==> config.mk <==
export PLATFORM = sky130hd
export DESIGN_NAME = scsi_csi
export DESIGN_NICKNAME = d
export VERILOG_FILES = /design/src/shared/scsi_pkg.sv /design/src/rtl/scsi_cmd_fifo.sv /design/src/rtl/scsi_csi.sv
export SDC_FILE = /design/constraint.sdc
export NUM_CORES = 1
export LEC_CHECK = 0
export BUFFER_PORTS_ARGS = -buffer_cell sky130_fd_sc_hd__buf_2
export CORE_ASPECT_RATIO = 1.25
export CORE_MARGIN = 2
export CORE_UTILIZATION = 40
export DETAILED_ROUTE_END_ITERATION = 8
export SYNTH_ARGS = -nofsm -noshare
export SYNTH_HDL_FRONTEND = slang
export SYNTH_SLANG_ARGS = --single-unit
==> constraint.sdc <==
create_clock -name i_clock -period 3.7 [get_ports i_clock]
set_input_delay 0.185 -clock i_clock [delete_from_list [all_inputs] [get_ports i_clock]]
set_output_delay 0.185 -clock i_clock [all_outputs]
set_load 0.02 [all_outputs]
==> src/shared/scsi_pkg.sv <==
package scsi_pkg;
    // host register offsets
    localparam logic [3:0] REG_CMD    = 4'h3;
    localparam logic [3:0] REG_STATUS = 4'h4;
    localparam logic [3:0] REG_DEST   = 4'h4;
    localparam logic [3:0] REG_INT    = 4'h5;

    // interrupt cause bit positions
    localparam int INT_BUSRST = 7;
    localparam int INT_BADCMD = 6;
    localparam int INT_DISC   = 5;
    localparam int INT_SVC    = 4;
    localparam int INT_DONE   = 3;
    localparam int INT_RESEL  = 2;
    localparam int INT_SELATN = 1;
    localparam int INT_SEL    = 0;

    // status bit positions
    localparam int ST_INT    = 7;
    localparam int ST_GROSS  = 6;
    localparam int ST_PARITY = 5;
    localparam int ST_TC     = 4;
    localparam int ST_VGC    = 3;

    localparam logic [7:0] INT_RESET = 8'h00;
    localparam int         CMD_DMA_BIT = 7;
    localparam int         PH_IO_BIT   = 0;

    // mode groups, command bits 6..4
    localparam logic [2:0] GRP_MISC = 3'h0;
    localparam logic [2:0] GRP_INIT = 3'h1;
    localparam logic [2:0] GRP_TARG = 3'h2;
    localparam logic [2:0] GRP_DISC = 3'h4;

    // highest used low code per group
    localparam logic [3:0] MISC_LAST = 4'h4;
    localparam logic [3:0] INIT_LAST = 4'h2;
    localparam logic [3:0] TARG_LAST = 4'h9;
    localparam logic [3:0] DISC_LAST = 4'h6;

    localparam logic [6:0] CMD_RESET_CHIP = 7'h02;
    localparam logic [6:0] CMD_RESET_BUS  = 7'h03;
    localparam logic [6:0] CMD_TSTOP_DMA  = 7'h04;
    localparam logic [6:0] CMD_RESELECT   = 7'h40;
    localparam logic [6:0] CMD_SEL_NOATN  = 7'h41;
    localparam logic [6:0] CMD_CHOSEN_WITH_ATTENTION_FLAG    = 7'h42;
    localparam logic [6:0] CMD_SEL_STOP   = 7'h43;
    localparam logic [6:0] CMD_SEL_ATN3   = 7'h46;

    // command block lengths
    localparam logic [3:0] CDB_LEN6  = 4'h6;
    localparam logic [3:0] CDB_LEN10 = 4'ha;
    localparam logic [3:0] CDB_LEN12 = 4'hc;

    localparam int CMDQ_DEPTH = 2;

    typedef enum logic [1:0] {
        MODE_DISC,
        MODE_TARG,
        MODE_INIT
    } scsi_mode_t;
endpackage

==> src/rtl/scsi_cmd_fifo.sv <==
`timescale 1ns/1ps
module scsi_cmd_fifo #(
    parameter int DEPTH = 2
) (
    input  wire logic       i_clock,     // chip clock
    input  wire logic       i_srst,      // sync reset, high
    input  wire logic       i_push,      // host write of a command
    input  wire logic [7:0] i_data,      // command byte
    input  wire logic       i_pop,       // bottom taken by sequencer
    output logic      [7:0] o_head,      // bottom entry
    output logic            o_valid,     // queue not empty
    output logic            o_overwrite  // top overwritten, pulse
);
    localparam int CW = $clog2(DEPTH + 1);

    generate
        if (DEPTH < 2) begin : g_bad_depth
            $error("scsi_cmd_fifo: DEPTH must be at least 2");
        end
    endgenerate

    typedef struct packed {
        logic [DEPTH-1:0][7:0] mem;
        logic [CW-1:0]         cnt;
        logic                  ovw;
    } scsi_fifo_t;

    scsi_fifo_t q;
    scsi_fifo_t d;

    always_comb begin
        d = q;
        d.ovw = 1'b0;
        if (i_pop && q.cnt != '0) begin
            for (int i = 0; i < DEPTH - 1; i++) begin
                d.mem[i] = q.mem[i+1];
            end
            d.cnt = q.cnt - CW'(1);
        end
        if (i_push) begin
            // full queue: newest command replaces the top entry
            if (d.cnt == CW'(DEPTH)) begin
                d.mem[DEPTH-1] = i_data;
                d.ovw = 1'b1;
            end else begin
                for (int i = 0; i < DEPTH; i++) begin
                    if (CW'(i) == d.cnt) begin
                        d.mem[i] = i_data;
                    end
                end
                d.cnt = d.cnt + CW'(1);
            end
        end
        if (i_srst) begin
            d.cnt = '0;
            d.ovw = 1'b0;
        end
    end

    always_ff @(posedge i_clock) begin
        q <= d;
    end

    assign o_head      = q.mem[0];
    assign o_valid     = (q.cnt != '0);
    assign o_overwrite = q.ovw;
endmodule

==> src/rtl/scsi_csi.sv <==
// Function
// RULE1 - second interrupt waits behind an unserviced first one
// RULE2 - reading interrupt register brings up the stacked interrupt's contents
// RULE3 - command bit 7 loads byte counter from stored count, else non-DMA
// RULE4 - bits 6-4 are mode group; misc group legal anywhere except target stop DMA
// RULE5 - unused code or wrong-mode group sets interrupt bit 6
// RULE6 - reset gives disconnected; selection events and select commands move mode
// RULE7 - status bits 7-5 and 3 stay latched until interrupt register read
// RULE8 - status bit 7 mirrors own interrupt drive; resets or read release it
// RULE9 - overwrites, direction clash, sync phase slip set gross error, no interrupt
// RULE10 - gross, parity, group flags clear on read with interrupt; not bus reset
// RULE11 - parity error sets bit 5; initiator info-in phase also raises ATN
// RULE12 - terminal count sets at zero, clears on counter load; read keeps it
// RULE13 - first command byte group decoded; group 2 valid only with SCSI-2
// RULE14 - groups 3, 4 reserved asking six bytes; group 6 six, 7 ten bytes
// RULE15 - phase bits live, or latched at completion and reopened by read
// RULE16 - target_id_select low three bits binary, driven one-hot; no reset
// RULE17 - read with interrupt clears interrupt, status, step; chip resets zero it
// RULE18 - bus reset sets interrupt bit 7 unless reporting disabled
// RULE19 - bit 5 on disconnect or time-out, or target terminate disconnect
// RULE20 - bit 4 on ATN in target mode or info request in initiator mode
// RULE21 - bit 3 on function completion in either mode
// RULE22 - selection sets bit 2, 1 or 0 by role and ATN
// RULE23 - command register queues up to two commands
// RULE24 - interrupt drives while any cause bit set, until read or reset
`timescale 1ns/1ps
module scsi_csi
    import scsi_pkg::*;
(
    input  wire logic       i_clock,        // 200 MHz chip clock
    input  wire logic       i_srst,         // hardware reset, sync high
    input  wire logic [3:0] i_addr,         // register address
    input  wire logic       i_cs,           // chip select
    input  wire logic       i_rd,           // read strobe
    input  wire logic       i_wr,           // write strobe
    input  wire logic [7:0] i_wdata,        // write data
    input  wire logic [2:0] i_phase,        // bus phase pins, async
    input  wire logic       i_parity_en,    // parity checking enabled
    input  wire logic       i_rst_rep_dis,  // bus reset reporting disabled
    input  wire logic       i_scsi2,        // SCSI-2 group decoding
    input  wire logic       i_phase_latch,  // phase latching enabled
    input  wire logic       i_cmd_done,     // sequencer finished command
    input  wire logic [2:0] i_seq_step,     // sequencer step count
    input  wire logic       i_tc_zero,      // transfer counter hit zero
    input  wire logic       i_fifo_ovw,     // data fifo top overwritten
    input  wire logic       i_dir_err,      // DMA against bus direction
    input  wire logic       i_sync_slip,    // sync data phase change
    input  wire logic       i_parity_err,   // incoming byte parity bad
    input  wire logic       i_bus_reset,    // bus reset seen
    input  wire logic       i_selected,     // selected as target
    input  wire logic       i_chosen_with_attention_flag,      // ATN during selection
    input  wire logic       i_reselected,   // reselected as initiator
    input  wire logic       i_disconnect,   // bus disconnect
    input  wire logic       i_sel_timeout,  // select time-out
    input  wire logic       i_atn_seen,     // initiator raised ATN
    input  wire logic       i_info_req,     // target asks info phase
    input  wire logic       i_func_done,    // function complete event
    input  wire logic       i_cdb_first,    // first command byte strobe
    input  wire logic [7:0] i_cdb_byte,     // first command byte
    output logic      [7:0] o_rdata,        // register read data
    output logic            o_int,          // interrupt drive
    output logic            o_cmd_start,    // command to sequencer, pulse
    output logic      [7:0] o_cmd_code,     // dispatched command
    output logic            o_load_count,   // load byte counter, pulse
    output logic            o_bus_rst_cmd,  // reset bus command, pulse
    output logic            o_atn_assert,   // raise ATN, pulse
    output logic      [3:0] o_cdb_len,      // command bytes to request
    output logic      [7:0] o_dest_sel,     // one-hot target_id_select
    output scsi_mode_t      o_mode          // current role
);
    typedef struct packed {
        logic [2:0] ph_m;
        logic [2:0] ph_s;
        scsi_mode_t mode;
        logic       busy;
        logic       soft_rst;
        logic [7:0] last_cmd;
        logic [7:0] cur_int;
        logic [7:0] pend_int;
        logic [2:0] cur_st;   // gross, parity, valid group
        logic [2:0] pend_st;
        logic [2:0] cur_seq;
        logic [2:0] pend_seq;
        logic [2:0] cur_ph;
        logic [2:0] pend_ph;
        logic       ph_closed;
        logic       pend_ph_ok;
        logic       tc;
        logic [2:0] dest_id;
        logic       int_out;
        logic [7:0] rdata;
        logic       start;
        logic [7:0] code;
        logic       load;
        logic       bus_rst;
        logic       atn;
        logic [3:0] cdb_len;
        logic [7:0] dest_sel;
    } scsi_csi_t;

    scsi_csi_t q;
    scsi_csi_t d;

    logic [7:0] fifo_head;
    logic       fifo_valid;
    logic       fifo_ovw;
    logic       fifo_pop;
    logic       fifo_push;
    logic       wr_cmd;
    logic       rd_int;

    function automatic logic code_used(input logic [6:0] c);
        case (c[6:4])
            GRP_MISC: code_used = (c[3:0] <= MISC_LAST);
            GRP_INIT: code_used = (c[3:0] <= INIT_LAST);
            GRP_TARG: code_used = (c[3:0] <= TARG_LAST);
            GRP_DISC: code_used = (c[3:0] <= DISC_LAST);
            default:  code_used = 1'b0;
        endcase
    endfunction

    function automatic logic group_ok(input logic [6:0] c, input scsi_mode_t m);
        case (c[6:4])
            GRP_MISC: group_ok = (c != CMD_TSTOP_DMA) || (m == MODE_TARG);
            GRP_INIT: group_ok = (m == MODE_INIT);
            GRP_TARG: group_ok = (m == MODE_TARG);
            GRP_DISC: group_ok = (m == MODE_DISC);
            default:  group_ok = 1'b0;
        endcase
    endfunction

    // {valid, length}
    function automatic logic [4:0] cdb_decode(input logic [2:0] g, input logic s2);
        case (g)
            3'h0:    cdb_decode = {1'b1, CDB_LEN6};
            3'h1:    cdb_decode = {1'b1, CDB_LEN10};
            3'h2:    cdb_decode = s2 ? {1'b1, CDB_LEN10} : {1'b0, CDB_LEN6};
            3'h5:    cdb_decode = {1'b1, CDB_LEN12};
            3'h6:    cdb_decode = {1'b1, CDB_LEN6};
            3'h7:    cdb_decode = {1'b1, CDB_LEN10};
            default: cdb_decode = {1'b0, CDB_LEN6};
        endcase
    endfunction

    assign wr_cmd    = i_cs && i_wr && (i_addr == REG_CMD);
    assign rd_int    = i_cs && i_rd && (i_addr == REG_INT);
    // chip and bus reset run at once and never enter the queue
    assign fifo_push = wr_cmd && (i_wdata[6:0] != CMD_RESET_CHIP) && (i_wdata[6:0] != CMD_RESET_BUS);
    assign fifo_pop  = fifo_valid && !q.busy && !q.start && !q.soft_rst;

    scsi_cmd_fifo #(
        .DEPTH (CMDQ_DEPTH) // RULE23
    ) u_cmdq (
        .i_clock     (i_clock),
        .i_srst      (i_srst || q.soft_rst),
        .i_push      (fifo_push),
        .i_data      (i_wdata),
        .i_pop       (fifo_pop),
        .o_head      (fifo_head),
        .o_valid     (fifo_valid),
        .o_overwrite (fifo_ovw)
    );

    always_comb begin
        logic       clr;
        logic       stack;
        logic [7:0] ev;
        logic [2:0] st_ev;
        logic [4:0] dec;
        logic [2:0] live_ph;
        clr     = 1'b0;
        stack   = 1'b0;
        ev      = 8'h00;
        st_ev   = 3'h0;
        dec     = 5'h00;
        live_ph = q.ph_s;

        d = q;
        d.ph_m     = i_phase;
        d.ph_s     = q.ph_m;
        d.soft_rst = 1'b0;
        d.start    = 1'b0;
        d.load     = 1'b0;
        d.bus_rst  = 1'b0;
        d.atn      = 1'b0;

        if (i_cmd_done) begin
            d.busy = 1'b0;
        end

        // dispatch of the bottom command
        if (fifo_pop) begin
            d.last_cmd = fifo_head;
            if (!code_used(fifo_head[6:0]) || !group_ok(fifo_head[6:0], q.mode)) begin // RULE4
                ev[INT_BADCMD] = 1'b1; // RULE5
            end else begin
                d.start = 1'b1;
                d.code  = fifo_head;
                d.busy  = 1'b1;
                if (fifo_head[CMD_DMA_BIT]) begin
                    d.load = 1'b1; // RULE3
                    d.tc   = 1'b0; // RULE12
                end
                if (fifo_head[6:0] == CMD_SEL_NOATN || fifo_head[6:0] == CMD_CHOSEN_WITH_ATTENTION_FLAG ||
                    fifo_head[6:0] == CMD_SEL_STOP || fifo_head[6:0] == CMD_SEL_ATN3) begin
                    d.mode = MODE_INIT; // RULE6
                end else if (fifo_head[6:0] == CMD_RESELECT) begin
                    d.mode = MODE_TARG; // RULE6
                end
            end
        end

        if (wr_cmd && i_wdata[6:0] == CMD_RESET_CHIP) begin
            d.soft_rst = 1'b1;
        end
        if (wr_cmd && i_wdata[6:0] == CMD_RESET_BUS) begin
            d.bus_rst  = 1'b1;
            d.last_cmd = i_wdata;
        end
        if (i_cs && i_wr && i_addr == REG_DEST) begin
            d.dest_id = i_wdata[2:0]; // RULE16
        end
        d.dest_sel = 8'h01 << d.dest_id; // RULE16

        // bus side events
        if (i_bus_reset && !i_rst_rep_dis) begin
            ev[INT_BUSRST] = 1'b1; // RULE18
        end
        if (i_disconnect || i_sel_timeout) begin
            ev[INT_DISC] = 1'b1; // RULE19
        end
        if ((i_atn_seen && q.mode == MODE_TARG) || (i_info_req && q.mode == MODE_INIT)) begin
            ev[INT_SVC] = 1'b1; // RULE20
        end
        if (i_func_done) begin
            ev[INT_DONE] = 1'b1; // RULE21
        end
        if (i_reselected) begin
            ev[INT_RESEL] = 1'b1; // RULE22
            d.mode        = MODE_INIT; // RULE6
        end
        if (i_selected) begin
            ev[INT_SELATN] = i_chosen_with_attention_flag; // RULE22
            ev[INT_SEL]    = !i_chosen_with_attention_flag; // RULE22
            d.mode         = MODE_TARG; // RULE6
        end
        if (i_bus_reset || i_disconnect || i_sel_timeout) begin
            d.mode = MODE_DISC;
        end
        if (i_bus_reset || i_disconnect || i_sel_timeout || i_selected || i_reselected) begin
            d.busy = 1'b0;
        end

        st_ev[2] = fifo_ovw || i_fifo_ovw || i_dir_err || i_sync_slip; // RULE9
        st_ev[1] = i_parity_en && i_parity_err; // RULE11
        if (st_ev[1] && q.mode == MODE_INIT && live_ph[PH_IO_BIT]) begin
            d.atn = 1'b1; // RULE11
        end
        if (i_cdb_first) begin
            dec       = cdb_decode(i_cdb_byte[7:5], i_scsi2); // RULE13 RULE14
            d.cdb_len = dec[3:0];
            st_ev[0]  = dec[4]; // RULE13
        end

        // a read with interrupt up pops the stacked set; new events still land
        clr = rd_int && q.int_out; // RULE17
        if (clr) begin
            d.cur_int  = q.pend_int; // RULE2
            d.cur_st   = q.pend_st; // RULE10
            d.cur_seq  = q.pend_seq;
            d.pend_int = 8'h00;
            d.pend_st  = 3'h0;
            d.pend_seq = 3'h0;
            if (q.pend_ph_ok) begin
                d.cur_ph     = q.pend_ph; // RULE15
                d.pend_ph_ok = 1'b0;
            end else begin
                d.ph_closed = 1'b0; // RULE15
            end
        end
        stack = (d.cur_int != 8'h00) && (q.int_out || clr); // RULE1
        if (stack) begin
            d.pend_int = d.pend_int | ev; // RULE1
            d.pend_st  = d.pend_st | st_ev;
            if (ev != 8'h00) begin
                d.pend_seq = i_seq_step;
            end
        end else begin
            d.cur_int = d.cur_int | ev; // RULE7
            d.cur_st  = d.cur_st | st_ev; // RULE7
            if (ev != 8'h00) begin
                d.cur_seq = i_seq_step;
            end
        end

        // phase latch: open latch follows the bus
        if (!d.ph_closed) begin
            d.cur_ph = live_ph;
        end
        if (i_phase_latch && i_cmd_done) begin
            if (!d.ph_closed) begin
                d.ph_closed = 1'b1; // RULE15
            end else begin
                d.pend_ph    = live_ph;
                d.pend_ph_ok = 1'b1;
            end
        end
        if (!i_phase_latch) begin
            d.ph_closed  = 1'b0;
            d.pend_ph_ok = 1'b0;
        end

        if (i_tc_zero) begin
            d.tc = 1'b1; // RULE12
        end

        // registered read data shows state before this cycle's clear
        d.rdata = 8'h00;
        if (i_cs && i_rd) begin
            case (i_addr)
                REG_CMD:    d.rdata = q.last_cmd;
                REG_STATUS: d.rdata = {q.int_out, q.cur_st[2:1], q.tc, q.cur_st[0], // RULE8
                                       (i_phase_latch ? q.cur_ph : live_ph)}; // RULE15
                REG_INT:    d.rdata = q.cur_int;
                default:    d.rdata = 8'h00;
            endcase
        end

        d.int_out = (d.cur_int != 8'h00); // RULE24 RULE8

        if (i_srst || q.soft_rst) begin
            d.mode       = MODE_DISC; // RULE6
            d.busy       = 1'b0;
            d.cur_int    = INT_RESET; // RULE17
            d.pend_int   = INT_RESET;
            d.cur_st     = 3'h0; // RULE10
            d.pend_st    = 3'h0;
            d.cur_seq    = 3'h0;
            d.pend_seq   = 3'h0;
            d.ph_closed  = 1'b0;
            d.pend_ph_ok = 1'b0;
            d.tc         = 1'b0; // RULE12
            d.int_out    = 1'b0; // RULE8
            d.start      = 1'b0;
            d.load       = 1'b0;
            d.bus_rst    = 1'b0;
            d.atn        = 1'b0;
            d.soft_rst   = 1'b0;
            d.cdb_len    = CDB_LEN6;
            d.code       = 8'h00;
            d.last_cmd   = 8'h00;
            if (i_srst) begin
                d.rdata = 8'h00;
            end
        end
    end

    always_ff @(posedge i_clock) begin
        q <= d;
    end

    assign o_rdata       = q.rdata;
    assign o_int         = q.int_out;
    assign o_cmd_start   = q.start;
    assign o_cmd_code    = q.code;
    assign o_load_count  = q.load;
    assign o_bus_rst_cmd = q.bus_rst;
    assign o_atn_assert  = q.atn;
    assign o_cdb_len     = q.cdb_len;
    assign o_dest_sel    = q.dest_sel;
    assign o_mode        = q.mode;

    property p_stack_hold;
        @(posedge i_clock) disable iff (i_srst)
        (o_int && !rd_int && !q.soft_rst) |=> (q.cur_int == $past(q.cur_int));
    endproperty
    a_stack_hold: assert property (p_stack_hold) else $error("interrupt changed before read"); // RULE1

    property p_pop_pending;
        @(posedge i_clock) disable iff (i_srst)
        (rd_int && o_int && q.pend_int != 8'h00 && !q.soft_rst) |=> (o_int && q.cur_int != 8'h00);
    endproperty
    a_pop_pending: assert property (p_pop_pending) else $error("stacked interrupt lost on read"); // RULE2

    property p_dma_load;
        @(posedge i_clock) disable iff (i_srst)
        o_cmd_start |-> (o_load_count == o_cmd_code[CMD_DMA_BIT]);
    endproperty
    a_dma_load: assert property (p_dma_load) else $error("counter load disagrees with dma bit"); // RULE3

    property p_bad_cmd;
        @(posedge i_clock) disable iff (i_srst)
        (fifo_pop && !group_ok(fifo_head[6:0], q.mode) && !q.int_out)
            |=> (!o_cmd_start && q.cur_int[INT_BADCMD]);
    endproperty
    a_bad_cmd: assert property (p_bad_cmd) else $error("wrong-mode command not flagged"); // RULE5

    property p_int_mirror;
        @(posedge i_clock) disable iff (i_srst)
        (i_cs && i_rd && i_addr == REG_STATUS) |=> (o_rdata[ST_INT] == $past(o_int));
    endproperty
    a_int_mirror: assert property (p_int_mirror) else $error("status bit 7 differs from drive"); // RULE8

    // only cycles free of any cause event, so an unchanged cause set proves no interrupt
    property p_gross;
        @(posedge i_clock) disable iff (i_srst)
        ((fifo_ovw || i_fifo_ovw) && !q.soft_rst && !q.int_out && !fifo_pop && !i_func_done &&
         !i_selected && !i_reselected && !i_bus_reset && !i_disconnect && !i_sel_timeout &&
         !i_atn_seen && !i_info_req)
            |=> (q.cur_st[2] && q.cur_int == $past(q.cur_int));
    endproperty
    a_gross: assert property (p_gross) else $error("gross error not set or raised interrupt"); // RULE9

    property p_tc_keep;
        @(posedge i_clock) disable iff (i_srst)
        (q.tc && rd_int && !q.soft_rst && !o_load_count) |=> q.tc;
    endproperty
    a_tc_keep: assert property (p_tc_keep) else $error("terminal count cleared by read"); // RULE12

    property p_int_follows;
        @(posedge i_clock) disable iff (i_srst)
        (q.cur_int != 8'h00) |-> o_int;
    endproperty
    a_int_follows: assert property (p_int_follows) else $error("cause set without interrupt"); // RULE24

    property p_busrst;
        @(posedge i_clock) disable iff (i_srst)
        (i_bus_reset && i_rst_rep_dis && q.cur_int == 8'h00 && !q.soft_rst) |=> !q.cur_int[INT_BUSRST];
    endproperty
    a_busrst: assert property (p_busrst) else $error("masked bus reset reported"); // RULE18

    c_stacked: cover property (@(posedge i_clock) disable iff (i_srst) o_int && q.pend_int != 8'h00);
    c_dma_cmd: cover property (@(posedge i_clock) disable iff (i_srst) o_load_count);
    c_bad_cmd: cover property (@(posedge i_clock) disable iff (i_srst) q.cur_int[INT_BADCMD]);
    c_sel:     cover property (@(posedge i_clock) disable iff (i_srst) o_mode == MODE_TARG);
endmodule

# Word level (Yosys, flattened, before mapping)
# Cells that the tools add are included.
# classes
shifts	1
magnitude_cmp	4
div	0
n_eq_ne	30
n_mul	0
add_sub_neg	2
reduce_logical	77
n_mux	63
bitwise_logic	8
# op_table
operator	count
2-to-1 mux 8 bit	9
2-to-1 mux 10 bit	4
2-to-1 mux 3 bit	12
== test 7 bit, second input constant	5
2-to-1 mux 31 bit	1
2-to-1 mux 24 bit	1
one-hot mux 8 bit (3 select lines)	1
nonzero test 8 bit	3
2-to-1 mux 1 bit	23
logical AND 1 bit	22
one-hot mux 5 bit (4 select lines)	1
logical OR 1 bit	16
OR 8 bit	2
== test 7 x 2 -> 1 bit, second input constant	2
inequality test 7 x 2 -> 1 bit, second input constant	2
OR reduction 2 bit	7
== test 3 bit, second input constant	4
2-to-1 mux 2 bit	6
nonzero test 2 bit	6
2-to-1 mux 11 bit	1
AND reduction 3 bit	3
== test 4 x 3 -> 1 bit, second input constant	2
<= comparator 4 x 3 -> 1 bit, second input constant	2
inequality test 2 bit, second input constant	4
other kinds (25)	46
# word_totals
mem_bits_rw	0
memories	0
in_bits	51
register_bits	110
latchBits	0
rom_bits	0
elab_cells	217
out_inout_bits	35

# Longest topological paths before layout
# Gate-level depths: netlist of the first run.
# depth
word_depth	12
ltp_mapped	13
ltp_nobuf	10

# By module
# A second synthesis of the first run with hierarchy kept.
# unflattened
cells_unflattened	498
area_unflattened_um2	4545.6
# by_module_without_submodules
mod	cells_each	seq_area_each_um2	area_each_um2	n_inst
scsi_csi	426	1741.7	3712.3	1
scsi_cmd_fifo	72	460.4	833.3	1

# Worst setup path before layout of the first run
# OpenSTA, ideal clock, no wires.
# synth_timing
path_type	register to register
from	register u_cmdq.q[1] in the netlist's numbering
to	register u_cmdq.q[11] in the netlist's numbering (enable)
arrival_ns	2.097
period_less_slack_ns	2.470
slack_ns	1.230
path_stages_with_launch	8
n_path_buf	1
required_ns	3.327
path_cell_list	dfxtp_1 > inv_1 > ha_1 > or4_1 > clkbuf_1 > o21ai_1 > ha_1 > nor2b_1
# synth_between
elab_chain_cells	9
# synth_lines
element	line_no	source
start, declared	scsi_cmd_fifo.sv:28	scsi_fifo_t q;
start signal, assigned	scsi_cmd_fifo.sv:61	q <= d;
nonzero test 2 bit	scsi_cmd_fifo.sv:34, scsi_cmd_fifo.sv:65	
logical AND 1 bit (3 in a row)	scsi_csi.sv:149	assign fifo_pop = fifo_valid && !q.busy && !q.start && !q.soft_rst;
logical AND 1 bit	scsi_cmd_fifo.sv:34	if (i_pop && q.cnt != '0) begin
2-to-1 mux 10 bit *	scsi_cmd_fifo.sv:34	
== test 1 x 2 -> 1 bit / == test 2 bit (equally long branches)	scsi_cmd_fifo.sv:47, scsi_cmd_fifo.sv:42	
nonzero test 2 bit (no source line) *	--	
AND reduction 2 bit (no source line) *	--	
# Mark *: on every way between the ends. The rest lies on a longest branch, timed or not.
# A chain may end at the register's enable or synchronous reset.

# Final worst setup path of the first run
# layout_timing
from	register u_cmdq.q[1] in the netlist's numbering
to	register u_cmdq.q[17] in the netlist's numbering (enable)
# Same word-level chain as after synthesis.

==> results.py, run 1 <==
metrics = {
    "placement": {
        "gp_congestion": 0.832,
        "pre_cts_slack_ns": 0.952,
        "dpl.hpwl_mm": 7.57,
        "dp_cells": 630,
        "port_buffers": 76,
        "place_area_um2": 4640,
    },
    "drt": {
        "wire_per_inst_um": 16.1,
        "via_count": 3540,
        "via_per_inst": 5.45,
        "drc": 0,
        "ant_nets": 0,
        "drtPass1Iterations": 5,
        "drtIter0Drc": 412,
        "routed_wl_mm": 10.4,
    },
    "power_and_ir_drop": {
        "p_per_area_nw_per_um2": 624,
        "switching_power_mw": 1.03,
        "cell_internal_pwr_mw": 2.06,
        "seq_power_share_pct": 47.4,
        "leakage_nw": 2.00,
        "combPwrFrac_pct": 22.8,
        "vdd_drop_max_v": 0.000311,
        "swShare_pct": 33.4,
        "clock_power_share_pct": 29.8,
        "total_power_mw": 3.09,
    },
    "setup_path": {
        "slowest_delay_ns": 0.52,
        "critPathKind": "reg -> reg",
        "worstSetupStartpoint": "u_cmdq.q[1]",
        "critPathBufInv": 2,
        "worstPathArrival_ns": 2.72,
        "crit_fanout": 19,
        "cp-end-kind": "register",
        "crit-reg2reg-launch": "u_cmdq.q[1]",
        "critical_path_required_ns": 3.68,
        "cpMaxStageDelayCell": "nor2b_1",
        "worst_setup_path_start_kind": "register",
        "path_common_cell": "ha_1",
        "cp_top_family": "simple AND/OR/NAND/NOR gates",
        "cp_cell_sequence": "inv_1 -> ha_1 -> or4_1 -> buf_4 -> o21ai_1 -> ha_1 -> nor2b_1",
    },
    "layout": {
        "instances_no_fill": 649,
        "final_util_pct": 46.4,
        "drive_above_1_share_pct": 22.2,
        "nets": 566,
        "fillerInstances": 1061,
        "antenna_cells": 0,
        "fin_area_um2": 4950,
        "area_growth_pct": 12.1,
    },
    "floorplanning": {
        "die_width_um": 98,
        "rows": 42,
        "die_h_um": 122,
        "dieArea_um2": 11900,
        "top_level_ports": 86,
        "start_util_pct": 41.4,
        "core_area_um2": 10700,
    },
    "run": {
        "drv_cap": 0,
    },
    "clocking": {
        "cts_sinks": 103,
        "cts_setup_buffers": 0,
        "h-tree-depth": 3,
        "clockRootBuffer": "clkbuf_16",
        "cts-resized-gates": 0,
        "hold_buffers": 3,
        "cts.clk_slew.worst_paths_ns": 0.07,
        "clk_latency_ns": 0.35,
        "cts_buffer_depth": 2,
        "cts_made_buffers": 9,
        "cts_tree": "built",
    },
    "grt": {
        "grt.total_usage_pct": 17.9,
        "first_global_vias": 3438,
        "grt_start_max_net_pins": 43,
        "grt_first_pass_wirelength_mm": 16.8,
        "grt_antenna_before_repair": 0,
        "grt_overflow": 0,
    },
    "synthesis": {
        "syn_area_um2": 4420,
        "synth_xor_area_share_pct": 0.198,
        "synth_top_family_by_area": "simple AND/OR/NAND/NOR gates",
        "synth_ff_type": "dfxtp_1",
        "syn_nets": 529,
        "ys_ff_latch": 103,
        "avgSynthCellArea_um2": 9.30,
        "synth-async-reset-ratio_pct": 0,
        "muxShareOfSynthArea_pct": 4.50,
        "yosysUniqueCellTypes": 63,
        "synth_fa_ha_area_share_pct": 0.850,
        "synth_cells": 475,
        "synth-compound-area-share_pct": 16.3,
        "synth_edf_count": 14,
        "synth-simple-area-share_pct": 19.3,
        "yosysWarningCount": 0,
        "ys_seq_area_share_pct": 49.8,
    },
    "min_path": {
        "hp-class": "in -> reg",
        "hold_path.startpoint": "i_wdata[5]",
    },
    "status": {
        "status": "finished clean",
    },
    "timing": {
        "whs_ns": 0.0540,
        "setup_viol": 0,
        "slew_violations": 0,
        "fmax_mhz": 365,
        "fin_tns_setup_ns": 0,
        "maxSlewHeadroom_pct": 25.9,
        "hold_violations": 0,
        "finalCritPeriodShare_pct": 74.1,
        "period_minus_slack_ns": 2.74,
        "rsz0062_at_grt": "no",
        "setup_ws_ns": 0.959,
        "skew_ns": 0.0125,
        "worst_pin_slew_ns": 1.10,
    },
}
==> cell usage in the layout, fill, tap and decap left out, types with 4 or more instances in the layout <==
master	netlist	final
o21ai_0	13	13
buf_2	8	76
a21oi_1	20	20
and3_1	5	5
inv_1	13	13
a31oi_1	15	15
nor4_1	7	6
and2_1	5	5
a22oi_1	11	11
mux2_2	7	7
o21ai_1	9	9
clkbuf_16	0	9
nand2_1	68	68
dfxtp_1	89	89
mux2i_1	12	12
nor2_1	38	38
nor2b_1	7	7
a32oi_1	4	4
edfxtp_1	14	14
o22ai_1	4	4
nor3_1	11	11
nand3_1	16	16
==> path summary, 6_finish.rpt <==
check                       to  slack, ns  cells past startpoint
setup / recovery  u_cmdq.q[17]       0.96                      7
hold / removal    u_cmdq.q[16]       0.05                      1
setup reg to reg  u_cmdq.q[17]       0.96                      7
hold reg to reg          q[85]       0.33                      0
==> flip-flops by register name (all words and copies together) (netlist names) <==
name	count
d	3
o_atn_assert	1
o_bus_rst_cmd	1
o_cdb_len	3
o_cmd_code	8
o_cmd_start	1
o_dest_sel	8
o_int	1
o_load_count	1
o_mode	2
o_rdata	8
q	47
u_cmdq.o_head	8
u_cmdq.o_overwrite	1
u_cmdq.q	10
==> cells by family (layout without fill, tap and decap cells) <==
group | Yosys count | after routing
AND/OR/NAND/NOR | 177 | 177
AO/OA/AOI/OAI | 103 | 103
flip-flops | 103 | 103
buffers and inverters | 68 | 110
multiplexers | 19 | 19
adder cells (fa/ha/maj) | 3 | 3
other | 1 | 1
XOR/XNOR | 1 | 1
==> power by group through the flow <==
| stage | logic, mW | registers, mW | clock network, mW |
|---|---|---|---|
| 3_5_place_dp | 0.700 | 1.49 | 0 |
| 5_1_grt | 0.784 | 1.49 | 0.993 |
| 2_1_floorplan | 0.604 | 1.40 | 0 |
| 6_report | 0.703 | 1.47 | 0.921 |
| 3_3_place_gp | 0.672 | 1.48 | 0 |
| 4_1_cts | 0.706 | 1.46 | 0.939 |
==> cells in the mapped netlist, drive strengths merged, types with 4 or more instances <==
master	count	area, um2
o21ai	24	128
o22ai	4	25.0
nor2	38	143
nand2	69	262
a21oi	20	100
and3	5	31.3
dfxtp	89	1780
buf	41	295
and2	5	31.3
a31oi	15	93.8
mux2i	12	120
edfxtp	14	420
nand3	16	80.1
mux2	7	78.8
nor3	11	55.1
a32oi	4	35.0
nor2b	7	43.8
clkbuf	14	52.6
inv	13	48.8
nor4	7	43.8
a22oi	11	82.6
==> per-layer routing <==
| metal | up-vias | global-route usage [%] | wire length (um) |
|---|---|---|---|
| met5 | - | 0 | 0 |
| met4 | 0 | 8.42 | 335 |
| met3 | 21 | 4.78 | 663 |
| met2 | 108 | 29.8 | 5010 |
| met1 | 1677 | 21.5 | 4420 |
| li1 | 1734 | - | - |
==> area by class of cell <==
cell class                 instances  area, um2  area share, %
sequential                       103       2200           44.4
multi-input combinational        304       1830           36.8
timing repair buffer              81        425           8.59
clock buffer                       9        225           4.55
tap                              132        165           3.33
clock inverter                     7       62.6           1.26
inverter                          13       48.8          0.985
(Power assumes the default switching activity.)
==> run 2, diff against run 1 <==
Clock period 3.7 ns to 2.58 ns, I/O delays scaled along.
==> run 2 against run 1 <==
Clock-buffer cell count rose by 1. Combinational power up 47%. Critical path type unchanged. Fmax up 18%. Clock power rose by 45%. Global-route usage fell by 0.056 points. Routed wire length fell by 0.83%. Setup slack got worse by 0.70 ns. Hold slack worse by 0.031 ns. Sequential cell count unchanged. First-iteration DRC count fell by 27%.
==> results.py, run 2 (same netlist as run 1, synthesis figures left out) <==
metrics = {
    "layout": {
        "final_cell_mix": "dfxtp_1 (89), buf_2 (76), nand2_1 (68), nor2_1 (38), a21oi_1 (20)",
        "antenna_cells": 0,
        "layout_commonest_cell": "dfxtp_1",
        "drive_above_1_share_pct": 23.3,
        "largest_reg_flops": 47,
        "reg_top3": "q: 47 flops, u_cmdq.q: 10 flops",
        "nets": 577,
        "area_growth_pct": 14.6,
        "regMostFlops": "q",
        "fillerInstances": 1052,
    },
    "grt": {
        "met1_usage_pct": 21.3,
        "grt_start_max_net_pins": 42,
        "grt_util_met3_pct": 3.80,
        "grt.busiest_layer": "met2",
        "first_global_vias": 3396,
        "grt_first_pass_wirelength_mm": 16.6,
        "grt_use_met2_pct": 30.3,
        "grt_overflow": 0,
        "grt_antenna_before_repair": 0,
        "grt.total_usage_pct": 17.8,
    },
    "setup_path": {
        "cp-end-kind": "register",
        "crit_fanout": 16,
        "critPathKind": "reg -> reg",
        "critical_path_required_ns": 2.81,
        "cp_top_family": "simple AND/OR/NAND/NOR gates",
        "r2r_slack_ns": 0.26,
        "cp_cell_sequence": "inv_1 -> ha_1 -> or4_1 -> o21ai_1 -> inv_1 -> ha_1 -> and3b_2 -> nand2_1 -> o21ai_2",
        "cpMaxStageDelayCell": "or4_1",
        "critPathBufInv": 2,
        "worst_setup_path_start_kind": "register",
        "slowest_delay_ns": 0.56,
        "worstPathArrival_ns": 2.55,
    },
    "clocking": {
        "cts_tree": "built",
        "cts.clk_slew.worst_paths_ns": 0.07,
        "clockRootBuffer": "clkbuf_16",
        "cts_buffer_depth": 2,
        "h-tree-depth": 3,
        "cts_made_buffers": 9,
        "clk_latency_ns": 0.35,
        "cts_sinks": 103,
    },
    "drt": {
        "wire_per_inst_um": 15.7,
        "via_count": 3522,
        "drtIter0Drc": 302,
        "drtPass1Iterations": 6,
        "via_per_inst": 5.34,
        "routed_wl_mm": 10.3,
        "drc": 0,
        "ant_nets": 0,
    },
    "floorplanning": {
        "dieArea_um2": 11900,
        "rows": 42,
        "core_area_um2": 10700,
        "die_width_um": 98,
        "die_h_um": 122,
        "start_util_pct": 41.4,
        "top_level_ports": 86,
    },
    "power_and_ir_drop": {
        "vdd_drop_max_v": 0.000630,
        "leakage_nw": 2.04,
        "p_per_area_nw_per_um2": 881,
        "total_power_mw": 4.46,
    },
    "status": {
        "status": "finished clean",
    },
    "run": {
        "drv_cap": 0,
    },
    "timing": {
        "whs_ns": 0.0230,
        "hold_violations": 0,
        "fmax_mhz": 430,
        "worst_pin_slew_ns": 0.901,
        "setup_viol": 0,
        "period_minus_slack_ns": 2.32,
        "slew_violations": 0,
        "maxSlewHeadroom_pct": 39.9,
        "finalCritPeriodShare_pct": 90.1,
        "rsz0062_at_grt": "no",
        "fin_tns_setup_ns": 0,
        "skew_ns": 0.00831,
    },
    "placement": {
        "dpl.hpwl_mm": 7.56,
        "port_buffers": 76,
        "gp_congestion": 0.844,
    },
    "min_path": {
        "hp-class": "in -> reg",
    },
}
-- run 2: cell type report --
class / instances / area (um2) / area share [%]
sequential: 103 / 2200 / 43.5
multi-input combinational: 304 / 1830 / 36.1
timing repair buffer: 92 / 518 / 10.2
clock buffer: 10 / 250 / 4.94
tap: 132 / 165 / 3.26
clock inverter: 6 / 51.3 / 1.01
inverter: 13 / 48.8 / 0.964
-- run 2: timing repair --
action / CTS / global route
gates resized for setup: 0 / 1
buffers inserted: 0 / 0
endpoints found under the setup margin: 0 / 8
hold buffers: 7 / 0
hold endpoints to repair: 7 / 0
-- run 2: layer usage --
| layer | share of wire [%] | routed length (um) |
|---|---|---|
| met2 | 49 | 5110 |
| met3 | 6.3 | 655 |
| met1 | 41 | 4290 |
| met4 | 2.7 | 284 |
| met5 | 0 | 0 |
-- run 2: stage by stage --
stage / cell area (um2) / setup WS [ns] / util [%] / instances
2_1_floorplan: 4420 / 0.110 / - / 475
3_3_place_gp: 4690 / 0.233 / 44.0 / 637
3_5_place_dp: 4690 / 0.136 / 44.0 / 637
4_1_cts: 5060 / 0.118 / 47.4 / 660
5_1_grt: 5060 / 0.111 / 47.5 / 660
6_report: 5060 / 0.257 / 47.5 / 660
-- run 2: worst paths after layout --
path,from,to,cells past startpoint
worst max-delay path,u_cmdq.q[1],u_cmdq.o_head[6],9
worst min-delay path,i_wdata[1],u_cmdq.q[12],1
worst max register to register,u_cmdq.q[1],u_cmdq.o_head[6],9
worst min register to register,d[86],q[86],0
-- run 2: worst register-to-register path, delay by kind of cell, from the launching register on --
family                   cells  cell delay (ns)
AO/OA/AOI/OAI                2             0.30
flip-flops                   1             0.35
buffers and inverters        2             0.13
AND/OR/NAND/NOR              3             1.02
adder cells (fa/ha/maj)      2             0.41
-- run 2: report_power, final --
part	internal [mW]	switching (mW)	total, mW
clock	0.725	0.620	1.34
combinational	0.436	0.595	1.03
sequential	1.85	0.228	2.08
total	3.01	1.44	4.46
==> run 3, diff against run 2 <==
Settings changed: MAX_ROUTING_LAYER set to met4.
==> run 3 against run 2 <==
Sequential share of layout area stayed put. Highest routed layer unchanged. Routed wire length down 0.15%. Global-route usage grew 0.56 points. Hold slack worse by 0.0019 ns. Setup slack gained 0.0036 ns. Sequential cell count stayed put. Largest power group unchanged. Critical endpoint unchanged. Die area unchanged. First-iteration DRC count fell by 4.0%.
==> results.py, run 3 (same netlist as run 1, synthesis figures left out) <==
metrics = {
    "status": {
        "status": "finished clean",
    },
    "placement": {
        "gp_congestion": 0.858,
        "port_buffers": 76,
        "dpl.hpwl_mm": 7.56,
        "pre_cts_slack_ns": 0.136,
    },
    "clocking": {
        "cts_buffer_depth": 2,
        "cts_sinks": 103,
        "cts_tree": "built",
        "clk_latency_ns": 0.35,
        "clockRootBuffer": "clkbuf_16",
        "cts_made_buffers": 9,
        "cts_setup_buffers": 0,
        "h-tree-depth": 3,
        "cts.clk_slew.worst_paths_ns": 0.07,
    },
    "timing": {
        "rsz0062_at_grt": "no",
        "fin_tns_setup_ns": 0,
        "setup_ws_ns": 0.260,
        "setup_viol": 0,
        "hold_violations": 0,
        "worst_pin_slew_ns": 0.903,
        "maxSlewHeadroom_pct": 39.8,
        "period_minus_slack_ns": 2.32,
        "slew_violations": 0,
        "skew_ns": 0.0102,
        "fmax_mhz": 431,
        "finalCritPeriodShare_pct": 89.9,
    },
    "setup_path": {
        "worst_setup_path_start_kind": "register",
        "critPathKind": "reg -> reg",
        "crit_fanout": 16,
        "critical_path_required_ns": 2.81,
        "cp-end-kind": "register",
        "worstPathArrival_ns": 2.55,
    },
    "drt": {
        "highest_layer": "met4",
        "via_per_inst": 5.40,
        "via_count": 3561,
        "drtPass1Iterations": 7,
        "ant_nets": 0,
        "wl_met3_um": 680,
        "wire_per_inst_um": 15.6,
        "dr_wl_met2_mm": 5.10,
        "drc": 0,
        "drtIter0Drc": 290,
        "routed_wl_mm": 10.3,
        "routedLengthMet1_mm": 4.28,
    },
    "power_and_ir_drop": {
        "seq_power_share_pct": 46.7,
        "combPwrFrac_pct": 23.1,
        "vdd_drop_max_v": 0.000630,
        "switching_power_mw": 1.44,
        "p_per_area_nw_per_um2": 879,
        "swShare_pct": 32.3,
        "clock_power_share_pct": 30.2,
        "cell_internal_pwr_mw": 3.01,
        "leakage_nw": 2.04,
    },
    "floorplanning": {
        "core_area_um2": 10700,
        "dieArea_um2": 11900,
        "die_h_um": 122,
        "top_level_ports": 86,
        "start_util_pct": 41.4,
        "rows": 42,
        "die_width_um": 98,
    },
    "layout": {
        "layout_commonest_cell": "dfxtp_1",
        "multi_input_area_um2": 1830,
        "antenna_cells": 0,
        "largest_reg_flops": 47,
        "reg_top3": "q: 47 flops, u_cmdq.q: 10 flops",
        "register_area_um2": 2200,
        "fillerInstances": 1052,
        "nets": 577,
        "area_growth_pct": 14.6,
        "final_cell_mix": "dfxtp_1 (89), buf_2 (76), nand2_1 (68), nor2_1 (38), a21oi_1 (20)",
        "drive_above_1_share_pct": 23.3,
        "regMostFlops": "q",
    },
    "grt": {
        "first_global_vias": 3401,
        "grt_start_max_net_pins": 42,
        "grt_first_pass_wirelength_mm": 16.6,
        "grt_overflow": 0,
        "grt_antenna_before_repair": 0,
        "grt.total_usage_pct": 18.4,
    },
    "run": {
        "drv_cap": 0,
    },
    "min_path": {
        "hp-class": "in -> reg",
    },
}
[run 3: cell counts in the layout (fill, tap and decap cells not counted)]
No cell type changed its count.
[run 3: stage by stage]
| stage | instances | utilization [%] | power [mW] | hold slack, ns | instance area [um2] |
|---|---|---|---|---|---|
| 2_1_floorplan | 475 | - | 2.87 | 0.157 | 4420 |
| 3_3_place_gp | 637 | 44.0 | 3.11 | 0.232 | 4690 |
| 3_5_place_dp | 637 | 44.0 | 3.14 | 0.235 | 4690 |
| 4_1_cts | 660 | 47.4 | 4.50 | 0.0103 | 5060 |
| 5_1_grt | 660 | 47.5 | 4.71 | 0.0110 | 5060 |
| 6_report | 660 | 47.5 | 4.45 | 0.0211 | 5060 |
[run 3: path summary, 6_finish.rpt]
kind	startpoint	endpoint	depth (start not counted)	slack (ns)
max	u_cmdq.q[1]	u_cmdq.o_head[6]	9	0.26
min	i_wdata[1]	u_cmdq.q[12]	1	0.02
max reg2reg	u_cmdq.q[1]	u_cmdq.o_head[6]	9	0.26
min reg2reg	d[86]	q[86]	0	0.33
[run 3: worst max-delay path, stage by stage, from the launching register on]
cell and delay, ns:
dfxtp_1 0.35, inv_1 0.05, ha_1 0.21, or4_1 0.57
o21ai_1 0.25, inv_1 0.08, ha_1 0.20, and3b_2 0.33
nand2_1 0.13, o21ai_2 0.05
[run 3: power by group through the flow]
stage	registers [mW]	clock network, mW	logic, mW
6_report	2.08	1.34	1.03
5_1_grt	2.11	1.44	1.16
4_1_cts	2.08	1.38	1.04
3_5_place_dp	2.11	0	1.03
3_3_place_gp	2.11	0	1.00
2_1_floorplan	2.00	0	0.866
[run 3: layer usage]
metal / track usage (%) / vias to the layer above
met3: 4.21 / 17
li1: - / 1769
met2: 30.3 / 123
met5: - / -
met4: 8.16 / 0
met1: 21.4 / 1652
[run 3: final cells by class]
cell class / count / area share, %
Sequential cell: 103 / 43.5
Multi-Input combinational cell: 304 / 36.1
Timing Repair Buffer: 92 / 10.2
Clock buffer: 10 / 4.94
Tap cell: 132 / 3.26
Clock inverter: 6 / 1.01
Inverter: 13 / 0.964
[run 3: repair_timing]
action | CTS | global route
setup endpoints to repair | 0 | 8
hold endpoints to repair | 7 | 0
hold buffers | 7 | 0
resized for setup | 0 | 1
